File: config.mk
export PLATFORM = sky130hd
export DESIGN_NAME = dfc_top
export DESIGN_NICKNAME = d
export VERILOG_FILES = /design/src/dfc_pkg.sv /design/src/dfc_fifo_if.sv /design/src/dfc_fifo.sv /design/src/dfc_top.sv
export SDC_FILE = /design/constraint.sdc
export NUM_CORES = 1
export LEC_CHECK = 0
export BUFFER_PORTS_ARGS = -buffer_cell sky130_fd_sc_hd__buf_4
export CAP_MARGIN = 0
export CORE_ASPECT_RATIO = 1.1
export CORE_UTILIZATION = 40
export CTS_BUF_LIST = sky130_fd_sc_hd__clkbuf_4
export DETAILED_ROUTE_END_ITERATION = 6
export PLACE_DENSITY = 0.54
export SYNTH_ARGS = -nofsm -noshare
export SYNTH_HDL_FRONTEND = slang
export SYNTH_SLANG_ARGS = --single-unit
File: constraint.sdc
create_clock -name ref_clk_in -period 11.92 [get_ports ref_clk_in]
set_input_delay 1.192 -clock ref_clk_in [delete_from_list [all_inputs] [get_ports ref_clk_in]]
set_output_delay 1.192 -clock ref_clk_in [all_outputs]
set_load 0.02 [all_outputs]
File: src/dfc_pkg.sv
// Shared constants and types for the digital filter and change/generation block
package dfc_pkg;
	//--------------------------------------------------------------
	// Sizes
	//--------------------------------------------------------------
	localparam int NUM_MOD    = 2;
	localparam int MOD_LINES  = 8;
	localparam int NUM_LINES  = 16;
	localparam int WORD_W     = 16;
	localparam int FIFO_DEPTH = 16;
	localparam int LVL_W      = 5;
	localparam logic [LVL_W-1:0] LVL_FULL = 5'h10;
	localparam logic [LVL_W-1:0] LVL_HIGH = 5'h08;
	localparam logic [LVL_W-1:0] CD_BLOCK = 5'h04;
	//--------------------------------------------------------------
	// Timing
	//--------------------------------------------------------------
	localparam int CLK_PERIOD_PS = 10000;
	localparam int PASS_STEP_PS  = 25000;
	localparam logic [1:0] FILT_N = 2'h2;
	localparam logic [23:0] ACC_STEP = 24'(CLK_PERIOD_PS);
	//--------------------------------------------------------------
	// Generator states and modes
	//--------------------------------------------------------------
	typedef enum logic [3:0] {
		GEN_IDLE = 4'h1,
		GEN_LOAD = 4'h2,
		GEN_RUN  = 4'h4,
		GEN_DONE = 4'h8
	} dfc_gen_st_t;
	typedef enum logic [1:0] {
		MODE_FINITE   = 2'h0,
		MODE_REGEN    = 2'h1,
		MODE_ONBOARD  = 2'h2,
		MODE_NONREGEN = 2'h3
	} dfc_mode_t;

	// Filter clock period in ps: the pass width split over FILT_N samples
	function automatic logic [23:0] filt_period(input logic [7:0] width);
		filt_period = 24'(int'(width) * PASS_STEP_PS / int'(FILT_N));
	endfunction : filt_period
endpackage : dfc_pkg

File: src/dfc_fifo_if.sv
// Handshake bundle between the block and its sample FIFO
`timescale 1ns/100ps
interface dfc_fifo_if #(parameter int W = 16, parameter int LW = 5);
	logic          push_valid;
	logic          push_ready;
	logic [W-1:0]  push_data;
	logic          pop_valid;
	logic          pop_ready;
	logic [W-1:0]  pop_data;
	logic [LW-1:0] level;
	logic          flush;
	modport user  (output push_valid, push_data, pop_ready, flush,
		input push_ready, pop_valid, pop_data, level);
	modport store (input push_valid, push_data, pop_ready, flush,
		output push_ready, pop_valid, pop_data, level);
endinterface : dfc_fifo_if

File: src/dfc_fifo.sv
// Synchronous FIFO with valid/ready on both sides
`timescale 1ns/100ps
module dfc_fifo #(
	parameter int WIDTH = 16,
	parameter int DEPTH = 16
) (
	input wire logic   ref_clk_in,
	input wire logic   rst_in,
	dfc_fifo_if.store  q
);
	localparam int AW = $clog2(DEPTH);
	logic [WIDTH-1:0] mem [DEPTH];
	logic [AW-1:0]    wr_ff;
	logic [AW-1:0]    rd_ff;
	logic [AW:0]      lvl_ff;
	wire              do_push;
	wire              do_pop;

	// Handshakes; full and empty come straight from the level
	assign q.push_ready = (lvl_ff != (AW+1)'(DEPTH));
	assign q.pop_valid  = (lvl_ff != '0);
	assign q.pop_data   = mem[rd_ff];
	assign q.level      = lvl_ff;
	assign do_push      = q.push_valid & q.push_ready;
	assign do_pop       = q.pop_valid & q.pop_ready;

	// Storage has no reset, it is only read below the level
	always_ff @(posedge ref_clk_in)
	begin
		if (do_push)
			mem[wr_ff] <= q.push_data;
	end

	// Pointers wrap naturally, depth is a power of two
	always_ff @(posedge ref_clk_in or posedge rst_in)
	begin
		if (rst_in)
		begin
			wr_ff  <= '0;
			rd_ff  <= '0;
			lvl_ff <= '0;
		end
		else if (q.flush)
		begin
			wr_ff  <= '0;
			rd_ff  <= '0;
			lvl_ff <= '0;
		end
		else
		begin
			wr_ff  <= wr_ff + AW'(do_push);
			rd_ff  <= rd_ff + AW'(do_pop);
			lvl_ff <= lvl_ff + (AW+1)'(do_push) - (AW+1)'(do_pop);
		end
	end
endmodule : dfc_fifo

File: src/dfc_top.sv
// Input debounce, change detection and buffered output generation
// Functional notes
// - Filter works only for hardware-timed input on parallel modules.
// - One filter setting shared by all lines of a module.
// - Filter samples inputs on a filter clock from the timebase.
// - Pass width set in 25 ns steps; filter clock derived from it.
// - Pulses under half the pass width never get through.
// - Change propagates after consecutive filter samples at new level.
// - Configured edge on any detect line raises the change event.
// - Change event can drive any programmable function terminal.
// - Each line rising or falling; any hit samples all task lines.
// - Detect lines need not be part of the sampled set.
// - Buffered samples go via FIFO in blocks; else straight out.
// - Software-timed output: one host command writes one value.
// - Hardware-timed output paced by internal or external clock.
// - Hardware-timed output always runs through the FIFO.
// - Serial module in hardware task refuses software writes.
// - Hardware task may not mix parallel and serial modules.
// - Host data enters the FIFO before reaching the modules.
// - Finite mode stops after the programmed sample count.
// - Regeneration: host streams buffer continuously, stall just holds.
// - Onboard regeneration replays FIFO content; no host writes after load.
// - Non-regeneration never repeats; empty FIFO is an error.
// - Parallel module in upper slots shrinks usable FIFO depth.
`timescale 1ns/100ps
module dfc_top (
	input  wire logic        ref_clk_in,
	input  wire logic        rst_in,
	input  wire logic [15:0] din_pin_in,
	input  wire logic [1:0]  mod_parallel_in,
	input  wire logic [1:0]  filt_en_in,
	input  wire logic [15:0] min_pass_width_in,
	input  wire logic        di_hw_timed_in,
	input  wire logic [15:0] rise_en_in,
	input  wire logic [15:0] fall_en_in,
	input  wire logic [15:0] task_mask_in,
	input  wire logic        cd_run_in,
	input  wire logic        cd_buffered_in,
	input  wire logic [3:0]  pft_route_cd_in,
	input  wire logic        cd_ready_in,
	output logic      [15:0] din_filt_out,
	output logic             edge_change_event_out,
	output logic      [3:0]  programmable_function_terminal_out,
	output logic      [15:0] cd_data_out,
	output logic             cd_valid_out,
	output logic             cd_overflow_out,
	input  wire logic        do_start_in,
	input  wire logic        do_stop_in,
	input  wire logic [1:0]  do_mode_in,
	input  wire logic [15:0] do_nsamp_in,
	input  wire logic        do_ext_src_in,
	input  wire logic        do_ext_clk_in,
	input  wire logic [15:0] do_rate_div_in,
	input  wire logic [1:0]  do_hw_mods_in,
	input  wire logic [1:0]  do_serial_in,
	input  wire logic        do_high_slot_in,
	input  wire logic        load_done_in,
	input  wire logic [15:0] host_wdata_in,
	input  wire logic        host_wvalid_in,
	output logic             host_wready_out,
	input  wire logic [1:0]  sw_mods_in,
	input  wire logic        sw_write_in,
	input  wire logic [15:0] sw_data_in,
	input  wire logic        err_clr_in,
	output logic      [15:0] do_data_out,
	output logic             do_update_out,
	output logic             do_busy_out,
	output logic             sw_refused_out,
	output logic             cfg_err_out,
	output logic             underflow_out
);
	//--------------------------------------------------------------
	// Input synchroniser and filter
	//--------------------------------------------------------------
	logic [15:0] s1_ff, s2_ff, s3_ff, pin_ff, filt_ff, prev_ff;
	logic [1:0]  cnt_ff [16];
	logic [23:0] acc_ff [2];
	logic [1:0]  fclk_en, filt_act;

	// Three stages; a level is taken once stages two and three agree
	always_ff @(posedge ref_clk_in or posedge rst_in)
	begin
		if (rst_in)
		begin
			s1_ff  <= '0;
			s2_ff  <= '0;
			s3_ff  <= '0;
			pin_ff <= '0;
		end
		else
		begin
			s1_ff  <= din_pin_in;
			s2_ff  <= s1_ff;
			s3_ff  <= s2_ff;
			pin_ff <= (s2_ff & ~(s2_ff ^ s3_ff)) | (pin_ff & (s2_ff ^ s3_ff));
		end
	end

	// One filter clock per module, fractional so 25 ns steps stay exact
	for (genvar m = 0; m < dfc_pkg::NUM_MOD; m++)
	begin : g_mod
		wire [7:0]  w_set = min_pass_width_in[8*m +: 8];
		wire [23:0] per   = dfc_pkg::filt_period((w_set == 8'h00) ? 8'h01 : w_set);
		assign filt_act[m] = filt_en_in[m] & di_hw_timed_in & mod_parallel_in[m];
		assign fclk_en[m]  = (acc_ff[m] + dfc_pkg::ACC_STEP) >= per;
		always_ff @(posedge ref_clk_in or posedge rst_in)
		begin
			if (rst_in)
				acc_ff[m] <= '0;
			else if (!filt_act[m])
				acc_ff[m] <= '0;
			else if (fclk_en[m])
				acc_ff[m] <= acc_ff[m] + dfc_pkg::ACC_STEP - per;
			else
				acc_ff[m] <= acc_ff[m] + dfc_pkg::ACC_STEP;
		end
	end

	// Per line: FILT_N agreeing samples at Tp/FILT_N reject below Tp/2
	for (genvar l = 0; l < dfc_pkg::NUM_LINES; l++)
	begin : g_line
		localparam int M = l / dfc_pkg::MOD_LINES;
		wire diff = pin_ff[l] ^ filt_ff[l];
		wire hit  = (cnt_ff[l] + 2'h1) == dfc_pkg::FILT_N;
		always_ff @(posedge ref_clk_in or posedge rst_in)
		begin
			if (rst_in)
			begin
				cnt_ff[l]  <= '0;
				filt_ff[l] <= 1'b0;
			end
			else if (!filt_act[M])
			begin
				cnt_ff[l]  <= '0;
				filt_ff[l] <= pin_ff[l];
			end
			else if (fclk_en[M])
			begin
				cnt_ff[l]  <= (diff && !hit) ? cnt_ff[l] + 2'h1 : 2'h0;
				filt_ff[l] <= filt_ff[l] ^ (diff & hit);
			end
		end
	end
	assign din_filt_out = filt_ff;

	//--------------------------------------------------------------
	// Change detection
	//--------------------------------------------------------------
	dfc_fifo_if #(.W(16), .LW(dfc_pkg::LVL_W)) cdq ();
	logic        evt_ff, dvld_ff, ovf_ff, blk_ff;
	logic [3:0]  pft_ff;
	logic [15:0] dir_ff;
	wire  [15:0] edges = (filt_ff & ~prev_ff & rise_en_in) | (~filt_ff & prev_ff & fall_en_in);
	wire         cd_hit = cd_run_in & (|edges);
	wire  [15:0] sample = filt_ff & task_mask_in;
	wire         cd_open = blk_ff | ~cd_run_in;
	wire         ovf_set = cd_hit & (cd_buffered_in ? ~cdq.push_ready : dvld_ff & ~cd_ready_in);

	assign cdq.push_valid = cd_hit & cd_buffered_in;
	assign cdq.push_data  = sample;
	assign cdq.pop_ready  = cd_buffered_in & cd_open & cd_ready_in;
	assign cdq.flush      = 1'b0;
	assign cd_valid_out   = cd_buffered_in ? cdq.pop_valid & cd_open : dvld_ff;
	assign cd_data_out    = cd_buffered_in ? cdq.pop_data : dir_ff;
	assign edge_change_event_out              = evt_ff;
	assign programmable_function_terminal_out = pft_ff;
	assign cd_overflow_out                    = ovf_ff;

	dfc_fifo #(.WIDTH(16), .DEPTH(dfc_pkg::FIFO_DEPTH)) u_cd_fifo (
		.ref_clk_in (ref_clk_in),
		.rst_in     (rst_in),
		.q          (cdq)
	);

	// Event, routing, direct sample; blocks open at CD_BLOCK words
	always_ff @(posedge ref_clk_in or posedge rst_in)
	begin
		if (rst_in)
		begin
			prev_ff <= '0;
			evt_ff  <= 1'b0;
			pft_ff  <= '0;
			dir_ff  <= '0;
			dvld_ff <= 1'b0;
			blk_ff  <= 1'b0;
			ovf_ff  <= 1'b0;
		end
		else
		begin
			prev_ff <= filt_ff;
			evt_ff  <= cd_hit;
			pft_ff  <= {4{cd_hit}} & pft_route_cd_in;
			if (cd_hit && !cd_buffered_in)
				dir_ff <= sample;
			dvld_ff <= (cd_hit & ~cd_buffered_in) | (dvld_ff & ~cd_ready_in);
			blk_ff  <= (cdq.level >= dfc_pkg::CD_BLOCK) | (blk_ff & (cdq.level != '0));
			ovf_ff  <= ovf_set | (ovf_ff & ~err_clr_in);
		end
	end

	//--------------------------------------------------------------
	// Output generation
	//--------------------------------------------------------------
	dfc_fifo_if #(.W(16), .LW(dfc_pkg::LVL_W)) doq ();
	dfc_pkg::dfc_gen_st_t st_ff, nxt_st;
	logic        e1_ff, e2_ff, e3_ff, elvl_ff, rc_vld_ff, upd_ff, ref_ff, cfg_ff, unf_ff;
	logic [15:0] div_ff, smp_ff, do_ff, rc_ff;
	wire         st_run   = (st_ff == dfc_pkg::GEN_RUN);
	wire         onboard  = (do_mode_in == dfc_pkg::MODE_ONBOARD);
	wire         mix      = (|(do_hw_mods_in & do_serial_in)) & (|(do_hw_mods_in & ~do_serial_in));
	wire         ext_rise = e2_ff & e3_ff & ~elvl_ff;
	wire         div_hit  = (div_ff + 16'h1) >= do_rate_div_in;
	wire         tick     = st_run & (do_ext_src_in ? ext_rise : div_hit);
	wire         fire     = tick & doq.pop_valid;
	wire         starve   = tick & ~doq.pop_valid;
	wire         unf_set  = starve & (do_mode_in == dfc_pkg::MODE_NONREGEN);
	wire         fin_hit  = fire & (do_mode_in == dfc_pkg::MODE_FINITE)
		& ((smp_ff + 16'h1) == do_nsamp_in);
	wire [4:0]   lim      = do_high_slot_in ? dfc_pkg::LVL_HIGH : dfc_pkg::LVL_FULL;
	wire         host_ok  = ~rc_vld_ff & (doq.level < lim) & ~(st_run & onboard)
		& (st_ff != dfc_pkg::GEN_DONE);
	wire         sw_bad   = sw_write_in & (|(sw_mods_in & do_serial_in & do_hw_mods_in));
	wire         sw_ok    = sw_write_in & ~sw_bad;
	logic [15:0] nxt_do;

	assign doq.push_valid = rc_vld_ff | (host_wvalid_in & host_ok);
	assign doq.push_data  = rc_vld_ff ? rc_ff : host_wdata_in;
	assign doq.pop_ready  = tick;
	assign doq.flush      = do_stop_in;
	assign host_wready_out = host_ok & doq.push_ready;

	dfc_fifo #(.WIDTH(16), .DEPTH(dfc_pkg::FIFO_DEPTH)) u_do_fifo (
		.ref_clk_in (ref_clk_in),
		.rst_in     (rst_in),
		.q          (doq)
	);

	// Lane merge: hardware lanes take FIFO words on a fire, otherwise written lanes take host writes
	for (genvar m = 0; m < dfc_pkg::NUM_MOD; m++)
	begin : g_lane
		assign nxt_do[8*m +: 8] = (fire && do_hw_mods_in[m]) ? doq.pop_data[8*m +: 8] :
			(sw_ok && sw_mods_in[m]) ? sw_data_in[8*m +: 8] : do_ff[8*m +: 8];
	end

	// Sequencer; a mixed module set never leaves idle
	always_comb
	begin
		nxt_st = st_ff;
		case (st_ff)
			dfc_pkg::GEN_IDLE:
				if (do_start_in && !mix)
					nxt_st = onboard ? dfc_pkg::GEN_LOAD : dfc_pkg::GEN_RUN;
			dfc_pkg::GEN_LOAD:
				if (do_stop_in)
					nxt_st = dfc_pkg::GEN_IDLE;
				else if (load_done_in)
					nxt_st = dfc_pkg::GEN_RUN;
			dfc_pkg::GEN_RUN:
				if (do_stop_in)
					nxt_st = dfc_pkg::GEN_IDLE;
				else if (fin_hit || unf_set)
					nxt_st = dfc_pkg::GEN_DONE;
			dfc_pkg::GEN_DONE:
				if (do_stop_in)
					nxt_st = dfc_pkg::GEN_IDLE;
			default:
				nxt_st = dfc_pkg::GEN_IDLE;
		endcase
	end

	// External pace pin: three stages, edge once stages two and three agree
	always_ff @(posedge ref_clk_in or posedge rst_in)
	begin
		if (rst_in)
		begin
			e1_ff   <= 1'b0;
			e2_ff   <= 1'b0;
			e3_ff   <= 1'b0;
			elvl_ff <= 1'b0;
		end
		else
		begin
			e1_ff   <= do_ext_clk_in;
			e2_ff   <= e1_ff;
			e3_ff   <= e2_ff;
			elvl_ff <= (e2_ff == e3_ff) ? e2_ff : elvl_ff;
		end
	end

	// Pace divider, counters, recirculation and flags; set beats clear
	always_ff @(posedge ref_clk_in or posedge rst_in)
	begin
		if (rst_in)
		begin
			st_ff     <= dfc_pkg::GEN_IDLE;
			div_ff    <= '0;
			smp_ff    <= '0;
			do_ff     <= '0;
			rc_ff     <= '0;
			rc_vld_ff <= 1'b0;
			upd_ff    <= 1'b0;
			ref_ff    <= 1'b0;
			cfg_ff    <= 1'b0;
			unf_ff    <= 1'b0;
		end
		else
		begin
			st_ff     <= nxt_st;
			div_ff    <= (!st_run || div_hit) ? 16'h0 : div_ff + 16'h1;
			smp_ff    <= st_run ? smp_ff + 16'(fire) : 16'h0;
			do_ff     <= nxt_do;
			rc_ff     <= doq.pop_data;
			rc_vld_ff <= fire & onboard;
			upd_ff    <= fire | sw_ok;
			ref_ff    <= sw_bad;
			cfg_ff    <= (do_start_in & mix) | (cfg_ff & ~err_clr_in);
			unf_ff    <= unf_set | (unf_ff & ~err_clr_in);
		end
	end
	assign do_data_out    = do_ff;
	assign do_update_out  = upd_ff;
	assign do_busy_out    = (st_ff != dfc_pkg::GEN_IDLE);
	assign sw_refused_out = ref_ff;
	assign cfg_err_out    = cfg_ff;
	assign underflow_out  = unf_ff;
endmodule : dfc_top

# Word level (Yosys, flattened, before mapping)
# Memory sizes are Yosys's and may differ from the RTL's.
# Cells that the tools add are included.
# classes
add_sub_neg,31
multipliers,2
magnitude_cmp,5
eq_ne,34
mux,113
n_bitwise,123
reduce_logical,55
# ops
cell,count
16-bit bitwise AND,7
2-bit 2-to-1 mux,48
24-bit 2-to-1 mux,4
16-bit 2-to-1 mux,4
1-bit bitwise AND,54
"24-bit by 14-bit adder with 24-bit output, second input constant",2
24-bit by 22-bit greater-or-equal comparator with 1-bit output,2
8-bit 2-to-1 mux,6
16-bit inverter,3
24-bit by 22-bit subtractor with 24-bit output,2
"8-bit by 12-bit multiplier with 20-bit output, second input constant",2
1-bit 2-to-1 mux,39
"2-bit == test, second input constant",18
"16-bit by 1-bit adder with 16-bit output, second input constant",2
"2-bit by 1-bit adder with 2-bit output, second input constant",16
4-bit 2-to-1 mux,8
16-bit OR,2
1-bit XOR,32
1-bit logical AND,22
1-bit zero test,19
16-bit by 1-bit adder with 16-bit output,1
4-bit by 1-bit adder with 4-bit output,4
16-bit == test,1
16-bit greater-or-equal comparator,1
32 further kinds,64
# totals
ff_bits,303
mem_bits_rw,512
input_bits,175
out_inout_bits,61
elab_cells,431
n_memories,2
# memory_table
memory,words,word_bits,read_ports,rd_ports_with_merged_regs,wr,line_no,source
u_cd_fifo.mem,16,16,1,0,1,dfc_fifo.sv:12,logic [WIDTH-1:0] mem [DEPTH];
u_do_fifo.mem,16,16,1,0,1,dfc_fifo.sv:12,

# Logic depth before layout (Yosys ltp)
# Gate-level depths: netlist of the first run.
# depth
depth_word,11
ltp_mapped,30
depth_no_buf,28

# Hierarchy
# From an unflattened synthesis of the first run, not the netlist that was laid out.
# unflattened
hier_cells,2802
hier_area_um2,38931.1
# modules_own_cells
mod,n_inst,cells_per_inst,area_per_inst_um2,seq_area_each_um2
dfc_fifo,2,483,10481.3,8012.7
dfc_top,1,1836,17968.5,6832.8

# Worst setup path after synthesis of the first run
# OpenSTA, ideal clock, no wires.
# synth_timing
path_type,input to register
start,input port min_pass_width_in[14]
end,"register filt_ff[11], in the netlist din_filt_out[11]"
setup_time_ns,0.125
t_arrival_ns,7.210
required_ns,11.795
slack_ns,4.586
cell_stages,28
n_path_buf,1
cell_sequence,inv_1 -> ha_1 -> nand3_1 -> nor3_1 -> nor2_1 -> ha_1 -> ha_1 -> inv_1 -> fa_1 -> inv_1 -> fa_1 -> ha_1 -> o211ai_1 -> nand2_1 -> a221oi_1 -> nor2b_1 -> o21bai_1 -> xnor2_1 -> ha_1 -> a21o_1 -> a21o_1 -> a21boi_0 -> o31ai_1 -> a21oi_1 -> nand3_1 -> buf_4 -> a21oi_1 -> mux2_2
# synth_via
elab_chain_len,5
# synth_lines
item,line_no,source
start: declaration,dfc_top.sv:32,"input wire logic [15:0] min_pass_width_in,"
8-bit zero test,dfc_top.sv:103,wire [23:0] per = dfc_pkg::filt_period((w_set == 8'h00) ? 8'h01 : w_set);
8-bit 2-to-1 mux *,dfc_top.sv:103,
8-bit by 12-bit multiplier with 20-bit output *,dfc_pkg.sv:40,filt_period = 24'(int'(width) * PASS_STEP_PS / int'(FILT_N));
24-bit by 22-bit greater-or-equal comparator with 1-bit output *,dfc_top.sv:105,assign fclk_en[m] = (acc_ff[m] + dfc_pkg::ACC_STEP) >= per;
2-bit != test (no source line) *,n/a,
end signal: indexed assignment,dfc_top.sv:135,filt_ff[l] <= pin_ff[l];
end signal: indexed assignment,dfc_top.sv:140,filt_ff[l] <= filt_ff[l] ^ (diff & hit);
end: declaration,dfc_top.sv:75,"logic [15:0] s1_ff, s2_ff, s3_ff, pin_ff, filt_ff, prev_ff;"
# Mark *: on every way between the ends. The rest lies on a longest branch, timed or not.
# A chain may end at the register's enable or synchronous reset.

# Worst setup path in the final report of the first run
# layout_timing
start,input port min_pass_width_in[11]
end,"register filt_ff[11], in the netlist din_filt_out[11]"
# Same word-level chain as after synthesis.

==> summary.txt, run 1 <==
Final layout
  • Share of the core filled with cells in the final layout: 46.8%
  • Layout overhead on the synthesized area: 15.7%
  • Fin nets: 3656
  • Number of filler cells placed in the layout: 8689
  • Share of cells above drive strength 1: 24.1%
  • Design Area, Final: 45000 µm²

Place
  • Final weighted congestion of routability-driven global placement: 0.888
  • Total cell area at the placement stage: 42200 µm²
  • DP HPWL: 63900 µm
  • Number of I/O port buffers: 235
  • Pre-CTS setup slack: 2.76 ns

Run
  • Number of max-capacitance violations reported: 0

Global route
  • Number of antenna violations at the first check in global routing: 6
  • Number of global-route vias before repair: 26300
  • Largest net degree at the start of global routing: 159
  • Global-route total usage across every layer: 20.0%
  • Global-route wire length before repair: 150000 µm
  • Overall overflow remaining after global route: 0

Synthesis
  • Avg Cell Area, Syn: 13.6 µm²
  • Total of flip-flops plus latches after synthesis: 811
  • Fraction of registers with async set/reset: 36.9%
  • Yosys top cell area share: 39.6%
  • Share of the yosys chip area belonging to registers: 58.8%
  • Biggest area consumer among synthesized cells: sky130_fd_sc_hd__edfxtp_1
  • Total number of yosys warnings: 0
  • Largest cells by area after synthesis: sky130_fd_sc_hd__edfxtp_1, sky130_fd_sc_hd__dfrtp_1, sky130_fd_sc_hd__mux4_2
  • Cells after Synth: 2856
  • Syn Std Cell Area: 38900 µm²
  • Synth cell types: 73
  • Commonest register cell after synthesis: sky130_fd_sc_hd__edfxtp_1
  • Most numerous cell in the Yosys netlist: sky130_fd_sc_hd__edfxtp_1
  • Number of nets produced by synthesis: 3260
  • Top cells by instance count after synthesis: sky130_fd_sc_hd__edfxtp_1, sky130_fd_sc_hd__dfrtp_1, sky130_fd_sc_hd__nor2_1, sky130_fd_sc_hd__ha_1, sky130_fd_sc_hd__a21oi_1
  • EDFF count, synth: 512

Clock tree
  • Clk sink count: 811
  • Total of hold buffers inserted after clock tree synthesis: 0
  • Clock-pin slew of the registers on the worst-case setup and hold paths: 0.08 ns
  • Post-CTS resize count: 0
  • Total CTS buffers: 206
  • Number of setup buffers added after CTS: 0
  • Clock latency reported for the late side of the worst-skew pair: 1.10 ns
  • Max clock buf depth: 3
  • CTS tree: yes
  • Clock root buffer: sky130_fd_sc_hd__clkbuf_4
  • Max H-tree Level: 4

Worst setup path
  • Required @ worst endpoint: 12.84 ns
  • Highest net fanout along the worst path: 31
  • Crit path capture type: flip-flop
  • Kind of critical path: in -> reg
  • Startpoint types: input pin
  • Arrival time at the worst endpoint: 9.11 ns

Floorplanning
  • Number of I/O pins: 236
  • Initial core utilization: 40.5%
  • Total Die Area: 98400 µm²
  • Die Span Y: 329 µm
  • Row Count: 119
  • Die extent in x: 299 µm
  • Core region area: 96000 µm²

Timing
  • Unrepaired setup endpoints after global routing: false
  • TNS Setup: 0 ns
  • WHS: 0.217 ns
  • Least setup slack across all paths after layout: 3.73 ns
  • Maximum clock skew at final layout: 0.0816 ns
  • Number of max-slew violations in the final report: 0
  • Fmax: 122 MHz
  • Worst slew pin tran: 1.22 ns
  • Share of the clock period used by the worst path: 68.7%
  • Remaining max-slew budget at the tightest pin: 18.8%
  • Minimum clock period after layout: 8.19 ns
  • Final number of hold-violating endpoints: 0
  • Count of endpoints failing setup in the final report: 0

Detailed routing
  • Detailed-routing iteration count for the pre-antenna-repair pass: 5
  • Number of vias per cell after detailed routing: 5.29
  • Wirelength per Cell: 20.6 µm
  • Antenna Violating Nets Remaining: 0
  • DRC violation total after the first TritonRoute iteration: 1380
  • Vias after detailed routing: 24900
  • Final wirelength: 97000 µm
  • Drc violations: 0

Power and ir drop
  • Max rail drop VDD: 0.0904 mV
  • PD cells: 182 nW/µm²
  • Pleak: 17.9 nW

Run status
  • Run status: completed

Min path
  • Worst Hold Class: in -> async
## routing by layer
layer | share of wire, % | track usage [%] | up-vias
met3 | 4.3 | 3.70 | 157
met2 | 51 | 34.7 | 540
met5 | 0.0072 | 0 | -
met1 | 42 | 24.7 | 12600
met4 | 2.4 | 7.44 | 2
li1 | - | - | 11600
## worst max-delay path: stages
cell,delay (ns)
sky130_fd_sc_hd__buf_4,0.14
sky130_fd_sc_hd__inv_1,0.11
sky130_fd_sc_hd__ha_1,0.18
sky130_fd_sc_hd__nand3_1,0.09
sky130_fd_sc_hd__nor3_1,0.63
sky130_fd_sc_hd__nor2_1,0.22
sky130_fd_sc_hd__ha_1,0.37
sky130_fd_sc_hd__ha_1,0.29
sky130_fd_sc_hd__inv_1,0.05
sky130_fd_sc_hd__fa_1,0.50
sky130_fd_sc_hd__inv_1,0.06
sky130_fd_sc_hd__fa_1,0.47
sky130_fd_sc_hd__ha_1,0.36
sky130_fd_sc_hd__o211ai_1,0.28
sky130_fd_sc_hd__nand2_1,0.09
sky130_fd_sc_hd__a221oi_1,0.46
sky130_fd_sc_hd__a211oi_1,0.21
sky130_fd_sc_hd__a211oi_1,0.38
sky130_fd_sc_hd__xor2_1,0.13
sky130_fd_sc_hd__ha_1,0.22
sky130_fd_sc_hd__nor3_1,0.24
sky130_fd_sc_hd__a21boi_0,0.31
sky130_fd_sc_hd__o31ai_1,0.11
sky130_fd_sc_hd__a21oi_1,0.42
sky130_fd_sc_hd__nand3_2,0.52
sky130_fd_sc_hd__buf_4,0.47
sky130_fd_sc_hd__a21oi_1,0.21
sky130_fd_sc_hd__mux2_2,0.37
## sequential cells by signal, summed over array words and instances (netlist names), 5 cells and up
signal and flops:
u_do_fifo.q.level 5, s1_ff 16, div_ff 16, do_data_out 16, u_cd_fifo.mem 256, u_do_fifo.mem 256
cnt_ff 32, u_cd_fifo.q.level 5, dir_ff 16, s3_ff 16, smp_ff 16, din_filt_out 16
s2_ff 16, rc_ff 16, acc_ff 44, pin_ff 16, prev_ff 16
## path summary, 6_finish.rpt
kind | start | to | slack (ns) | depth (start not counted)
max | min_pass_width_in[11] | din_filt_out[11]$_DFFE_PP0P_ | 3.73 | 28
max in group asynchronous | rst_in | acc_ff[35]$_DFF_PP0_ | 9.54 | 4
min in group ref_clk_in | din_pin_in[10] | s1_ff[10]$_DFF_PP0_ | 0.23 | 1
min reg2reg | s1_ff[1]$_DFF_PP0_ | s2_ff[1]$_DFF_PP0_ | 0.34 | 0
min | rst_in | smp_ff[5]$_DFF_PP0_ | 0.22 | 2
max reg2reg | acc_ff[4]$_DFF_PP0_ | din_filt_out[11]$_DFFE_PP0P_ | 6.82 | 14
## cell usage in the layout, fill, tap and decap left out, types with 13 or more instances in the layout
| master | synthesis | routed |
|---|---|---|
| sky130_fd_sc_hd__clkbuf_4 | 0 | 301 |
| sky130_fd_sc_hd__xnor2_1 | 101 | 101 |
| sky130_fd_sc_hd__ha_1 | 201 | 201 |
| sky130_fd_sc_hd__nor2_1 | 209 | 209 |
| sky130_fd_sc_hd__fa_1 | 28 | 28 |
| sky130_fd_sc_hd__o221ai_1 | 16 | 16 |
| sky130_fd_sc_hd__and2_1 | 28 | 28 |
| sky130_fd_sc_hd__nand2b_1 | 18 | 17 |
| sky130_fd_sc_hd__edfxtp_1 | 512 | 512 |
| sky130_fd_sc_hd__nand3_1 | 68 | 66 |
| sky130_fd_sc_hd__nand3b_1 | 18 | 18 |
| sky130_fd_sc_hd__mux4_2 | 112 | 112 |
| sky130_fd_sc_hd__mux2_2 | 67 | 67 |
| sky130_fd_sc_hd__nand4_1 | 21 | 21 |
| sky130_fd_sc_hd__or3_1 | 25 | 25 |
| sky130_fd_sc_hd__o21ai_0 | 76 | 76 |
| sky130_fd_sc_hd__nor3_1 | 52 | 46 |
| sky130_fd_sc_hd__nand2_1 | 149 | 149 |
| sky130_fd_sc_hd__a21o_1 | 25 | 25 |
| sky130_fd_sc_hd__clkinv_1 | 0 | 53 |
| sky130_fd_sc_hd__and3_1 | 24 | 24 |
| sky130_fd_sc_hd__nor2b_1 | 31 | 31 |
| sky130_fd_sc_hd__xor2_1 | 62 | 62 |
| sky130_fd_sc_hd__maj3_1 | 16 | 16 |
| sky130_fd_sc_hd__o22ai_1 | 21 | 21 |
| sky130_fd_sc_hd__mux2i_1 | 112 | 112 |
| sky130_fd_sc_hd__or4_1 | 14 | 14 |
| sky130_fd_sc_hd__buf_4 | 3 | 282 |
| sky130_fd_sc_hd__clkinv_2 | 0 | 13 |
| sky130_fd_sc_hd__dfrtp_1 | 298 | 294 |
| sky130_fd_sc_hd__inv_1 | 148 | 147 |
| sky130_fd_sc_hd__a21oi_1 | 153 | 153 |
## stage by stage
| step | std cells | power, mW |
|---|---|---|
| final | 4706 | 8.17 |
| after global routing | 4705 | 8.69 |
| after CTS | 4696 | 8.29 |
| after detailed placement | 4314 | 5.87 |
| after global placement | 4314 | 5.83 |
| after floorplan | 2856 | 5.14 |
## kinds of logic (layout without fill, tap and decap cells)
group,after synthesis,in the layout,synth area share (%)
other,0,10,0
adders and majority gates,245,245,8.33
and+or+nand+nor,693,693,8.71
DFF,811,811,58.8
xor gates and xnor gates,163,163,3.67
muxes,291,291,11.3
AOI/OAI and AO/OA,410,410,6.67
buffers and inverters,243,813,2.50
## report_power, final
group | internal [mW] | switching (mW) | leakage (nW)
combinational | 1.05 | 1.36 | 7.89
sequential | 3.20 | 0.188 | 8.44
clock | 1.20 | 1.17 | 1.60
## area by class of cell
class | count | area (µm²) | area share [%]
antenna | 10 | 25.0 | 0.0557
timing repair buffer | 283 | 2140 | 4.75
tap | 1270 | 1590 | 3.53
multi-input combinational | 1802 | 15100 | 33.6
sequential | 811 | 22900 | 50.9
clock inverter | 81 | 434 | 0.966
inverter | 148 | 563 | 1.25
clock buffer | 301 | 2260 | 5.03
(Power assumes the default switching activity.)
==> inputs of run 2 (changes only) <==
Clock period 11.92 ns to 8.18 ns, I/O delays scaled along.
==> run 2 against run 1 <==
Against the previous run: non-clock buffer count increased by 49; cell area increased by 1.3%; total power increased by 47%; global-route usage increased by 0.14 points; critical path type unchanged; largest cell class unchanged.
==> summary.txt, run 2 (synthesized netlist as in run 1, its figures left out) <==
Worst setup path
  • R2R cell count: 19 (+5)
  • Kind of critical path: in -> reg
  • Capture point of the worst reg-to-reg path: u_do_fifo.q.level[4]$_DFF_PP0_
  • Setup slack of the worst register-to-register path: 3.21 ns (-3.61 ns)
  • Launch point of the worst path: min_pass_width_in[11]
  • Worst setup endpoint: din_filt_out[12]$_DFFE_PP0P_
  • Startpoint types: input pin
  • Required @ worst endpoint: 9.09 ns (-3.75 ns)
  • Highest net fanout along the worst path: 38 (+23%)
  • Crit path capture type: flip-flop
  • Launch instance of the worst register-to-register path: div_ff[2]$_DFF_PP0_
  • Arrival time at the worst endpoint: 7.61 ns (-1.50 ns)

Global route
  • Largest net degree at the start of global routing: 162 (+1.9%)
  • Global-route met1 utilization: 25.0% (+0.34 points)
  • Grt met2 use: 34.4% (-0.34 points)
  • Number of antenna violations at the first check in global routing: 11 (+5)
  • GR met3 Demand/Resource: 4.01% (+0.31 points)
  • Global-route total usage across every layer: 20.1% (+0.14 points)
  • Busiest grt layer: met2
  • Global-route wire length before repair: 151000 µm (+0.31%)
  • Overall overflow remaining after global route: 0 (unchanged)
  • Number of global-route vias before repair: 26600 (+1.1%)

Detailed routing
  • Antenna Violating Nets Remaining: 0 (unchanged)
  • Wirelength per Cell: 20.4 µm (-0.95%)
  • Vias after detailed routing: 25100 (+0.70%)
  • Final wirelength: 97300 µm (+0.33%)
  • DRC violation total after the first TritonRoute iteration: 1459 (+5.7%)
  • Drc violations: 0 (unchanged)
  • Detailed-routing iteration count for the pre-antenna-repair pass: 5 (unchanged)
  • Number of vias per cell after detailed routing: 5.26 (-0.59%)

Timing
  • Minimum clock period after layout: 6.70 ns
  • Unrepaired setup endpoints after global routing: false
  • Least setup slack across all paths after layout: 1.48 ns (-2.26 ns)
  • Final number of hold-violating endpoints: 0 (unchanged)
  • Worst slew pin tran: 1.15 ns (-0.0733 ns)
  • Maximum clock skew at final layout: 0.104 ns (+0.0228 ns)
  • Fmax: 149 MHz
  • Remaining max-slew budget at the tightest pin: 23.7% (+4.9 points)
  • Count of endpoints failing setup in the final report: 0 (unchanged)
  • Number of max-slew violations in the final report: 0 (unchanged)
  • Share of the clock period used by the worst path: 82.0%
  • TNS Setup: 0 ns (unchanged)

Floorplanning
  • Die Span Y: 329 µm (unchanged)
  • Row Count: 119 (unchanged)
  • Total Die Area: 98400 µm² (unchanged)
  • Die extent in x: 299 µm (unchanged)
  • Initial core utilization: 40.5% (unchanged)
  • Number of I/O pins: 236 (unchanged)
  • Core region area: 96000 µm² (unchanged)

Clock tree
  • Max clock buf depth: 3 (unchanged)
  • Clk sink count: 811 (unchanged)
  • Number of setup buffers added after CTS: 0 (unchanged)
  • Post-CTS resize count: 0 (unchanged)
  • Clock root buffer: sky130_fd_sc_hd__clkbuf_4
  • Total CTS buffers: 210 (+1.9%)
  • Max H-tree Level: 4 (unchanged)
  • Clock-pin slew of the registers on the worst-case setup and hold paths: 0.06 ns (-0.02 ns)
  • Clock latency reported for the late side of the worst-skew pair: 1.12 ns (+0.02 ns)
  • CTS tree: yes

Final layout
  • Fin nets: 3709 (+1.4%)
  • Layout overhead on the synthesized area: 17.2%
  • Share of cells above drive strength 1: 24.3% (+0.17 points)
  • Most common cell after layout, fill and taps aside: sky130_fd_sc_hd__edfxtp_1
  • Largest registers: u_cd_fifo.mem: 256 flops, u_do_fifo.mem: 256 flops, acc_ff: 44 flops
  • Leading cell types in the layout, fill and taps excluded: sky130_fd_sc_hd__edfxtp_1, sky130_fd_sc_hd__clkbuf_4, sky130_fd_sc_hd__dfrtp_1
  • Layout Cells excl Fill: 4767 (+1.3%)

Power and ir drop
  • Pleak: 18.2 nW (+1.5%)
  • Max rail drop VDD: 0.128 mV (+42%)
  • PD cells: 264 nW/µm² (+45%)

Place
  • Number of cells after detailed placement: 4321 (+0.16%)
  • Final weighted congestion of routability-driven global placement: 0.880 (-0.88%)
  • Pre-CTS setup slack: 0.452 ns (-2.31 ns)
  • Number of I/O port buffers: 235 (unchanged)
  • DP HPWL: 63700 µm (-0.34%)

Run
  • Number of max-capacitance violations reported: 0 (unchanged)

Run status
  • Run status: completed

Min path
  • HP Start: sw_data_in[5]
  • Worst Hold Class: in -> reg
-- run 2: changes by cell type in the layout (fill, tap and decap cells not counted), sizes merged, moves of 2 or more --
| cell | delta |
|---|---|
| dlygate4sd3 | +42 |
| clkbuf | +21 |
| buf | +7 |
| inv | -5 |
| clkinv | -4 |
| clkinvlp | +2 |
-- run 2: worst min-delay path by stage --
stage          depth (start not counted)                         end  slack [ns]
5_1_grt                                3  do_data_out[5]$_DFFE_PP0P_        0.05
6_report                               3  do_data_out[5]$_DFFE_PP0P_        0.13
2_1_floorplan                          0             e2_ff$_DFF_PP0_        0.33
3_5_place_dp                           0          s2_ff[7]$_DFF_PP0_        0.34
4_1_cts                                3  do_data_out[5]$_DFFE_PP0P_       0.006
3_3_place_gp                           0         s2_ff[10]$_DFF_PP0_        0.34
-- run 2: layer usage --
metal | up-vias | share of wire [%]
li1 | 11700 | -
met1 | 12500 | 42
met2 | 610 | 51
met3 | 190 | 5.0
met4 | 2 | 2.5
met5 | - | 0.010
-- run 2: power breakdown --
group          total, mW  switching, mW  internal (mW)
clock network       3.53           1.71           1.82
registers           4.95          0.279           4.67
logic               3.53           1.98           1.55
total               12.0           3.97           8.04
-- run 2: cell type report --
type	instances	area, µm²
fillers	8599	50500
flip-flops and latches	811	22900
multi-input cells	1802	15100
repair buffers	332	2620
clock buffers	322	2420
well taps	1270	1590
inverters	148	559
clock inverters	73	379
diodes	9	22.5
-- run 2: worst max-delay path: stages --
cell and delay, ns:
sky130_fd_sc_hd__buf_4 0.14, sky130_fd_sc_hd__inv_1 0.12, sky130_fd_sc_hd__ha_1 0.16, sky130_fd_sc_hd__nand3_1 0.09, sky130_fd_sc_hd__nor3_1 0.34, sky130_fd_sc_hd__nor2_1 0.15
sky130_fd_sc_hd__ha_1 0.32, sky130_fd_sc_hd__ha_1 0.28, sky130_fd_sc_hd__inv_1 0.05, sky130_fd_sc_hd__fa_1 0.50, sky130_fd_sc_hd__inv_1 0.05, sky130_fd_sc_hd__fa_1 0.47
sky130_fd_sc_hd__ha_1 0.36, sky130_fd_sc_hd__o211ai_1 0.29, sky130_fd_sc_hd__nand2_1 0.09, sky130_fd_sc_hd__a221oi_1 0.38, sky130_fd_sc_hd__a211oi_1 0.17, sky130_fd_sc_hd__a211oi_1 0.35
sky130_fd_sc_hd__xor2_1 0.12, sky130_fd_sc_hd__ha_1 0.22, sky130_fd_sc_hd__nor3_1 0.25, sky130_fd_sc_hd__a21boi_0 0.28, sky130_fd_sc_hd__o31ai_1 0.10, sky130_fd_sc_hd__a21oi_1 0.43
sky130_fd_sc_hd__nand3_2 0.13, sky130_fd_sc_hd__buf_4 0.32, sky130_fd_sc_hd__a21oi_1 0.23, sky130_fd_sc_hd__mux2_2 0.34
-- run 2: stage by stage --
step	utilization, %	area [µm²]	hold WS [ns]	power (mW)
floorplan	-	38900	0.331	7.49
global placement	44.1	42300	0.338	8.51
detailed placement	44.1	42300	0.336	8.57
CTS	47.4	45500	0.00625	12.2
global route	47.4	45500	0.0485	12.8
finish	47.4	45500	0.135	12.0
-- run 2: what timing repair did --
item / CTS / global route
setup endpoints to repair: 0 / 0
hold endpoints to repair: 142 / 0
hold buffers: 42 / 0
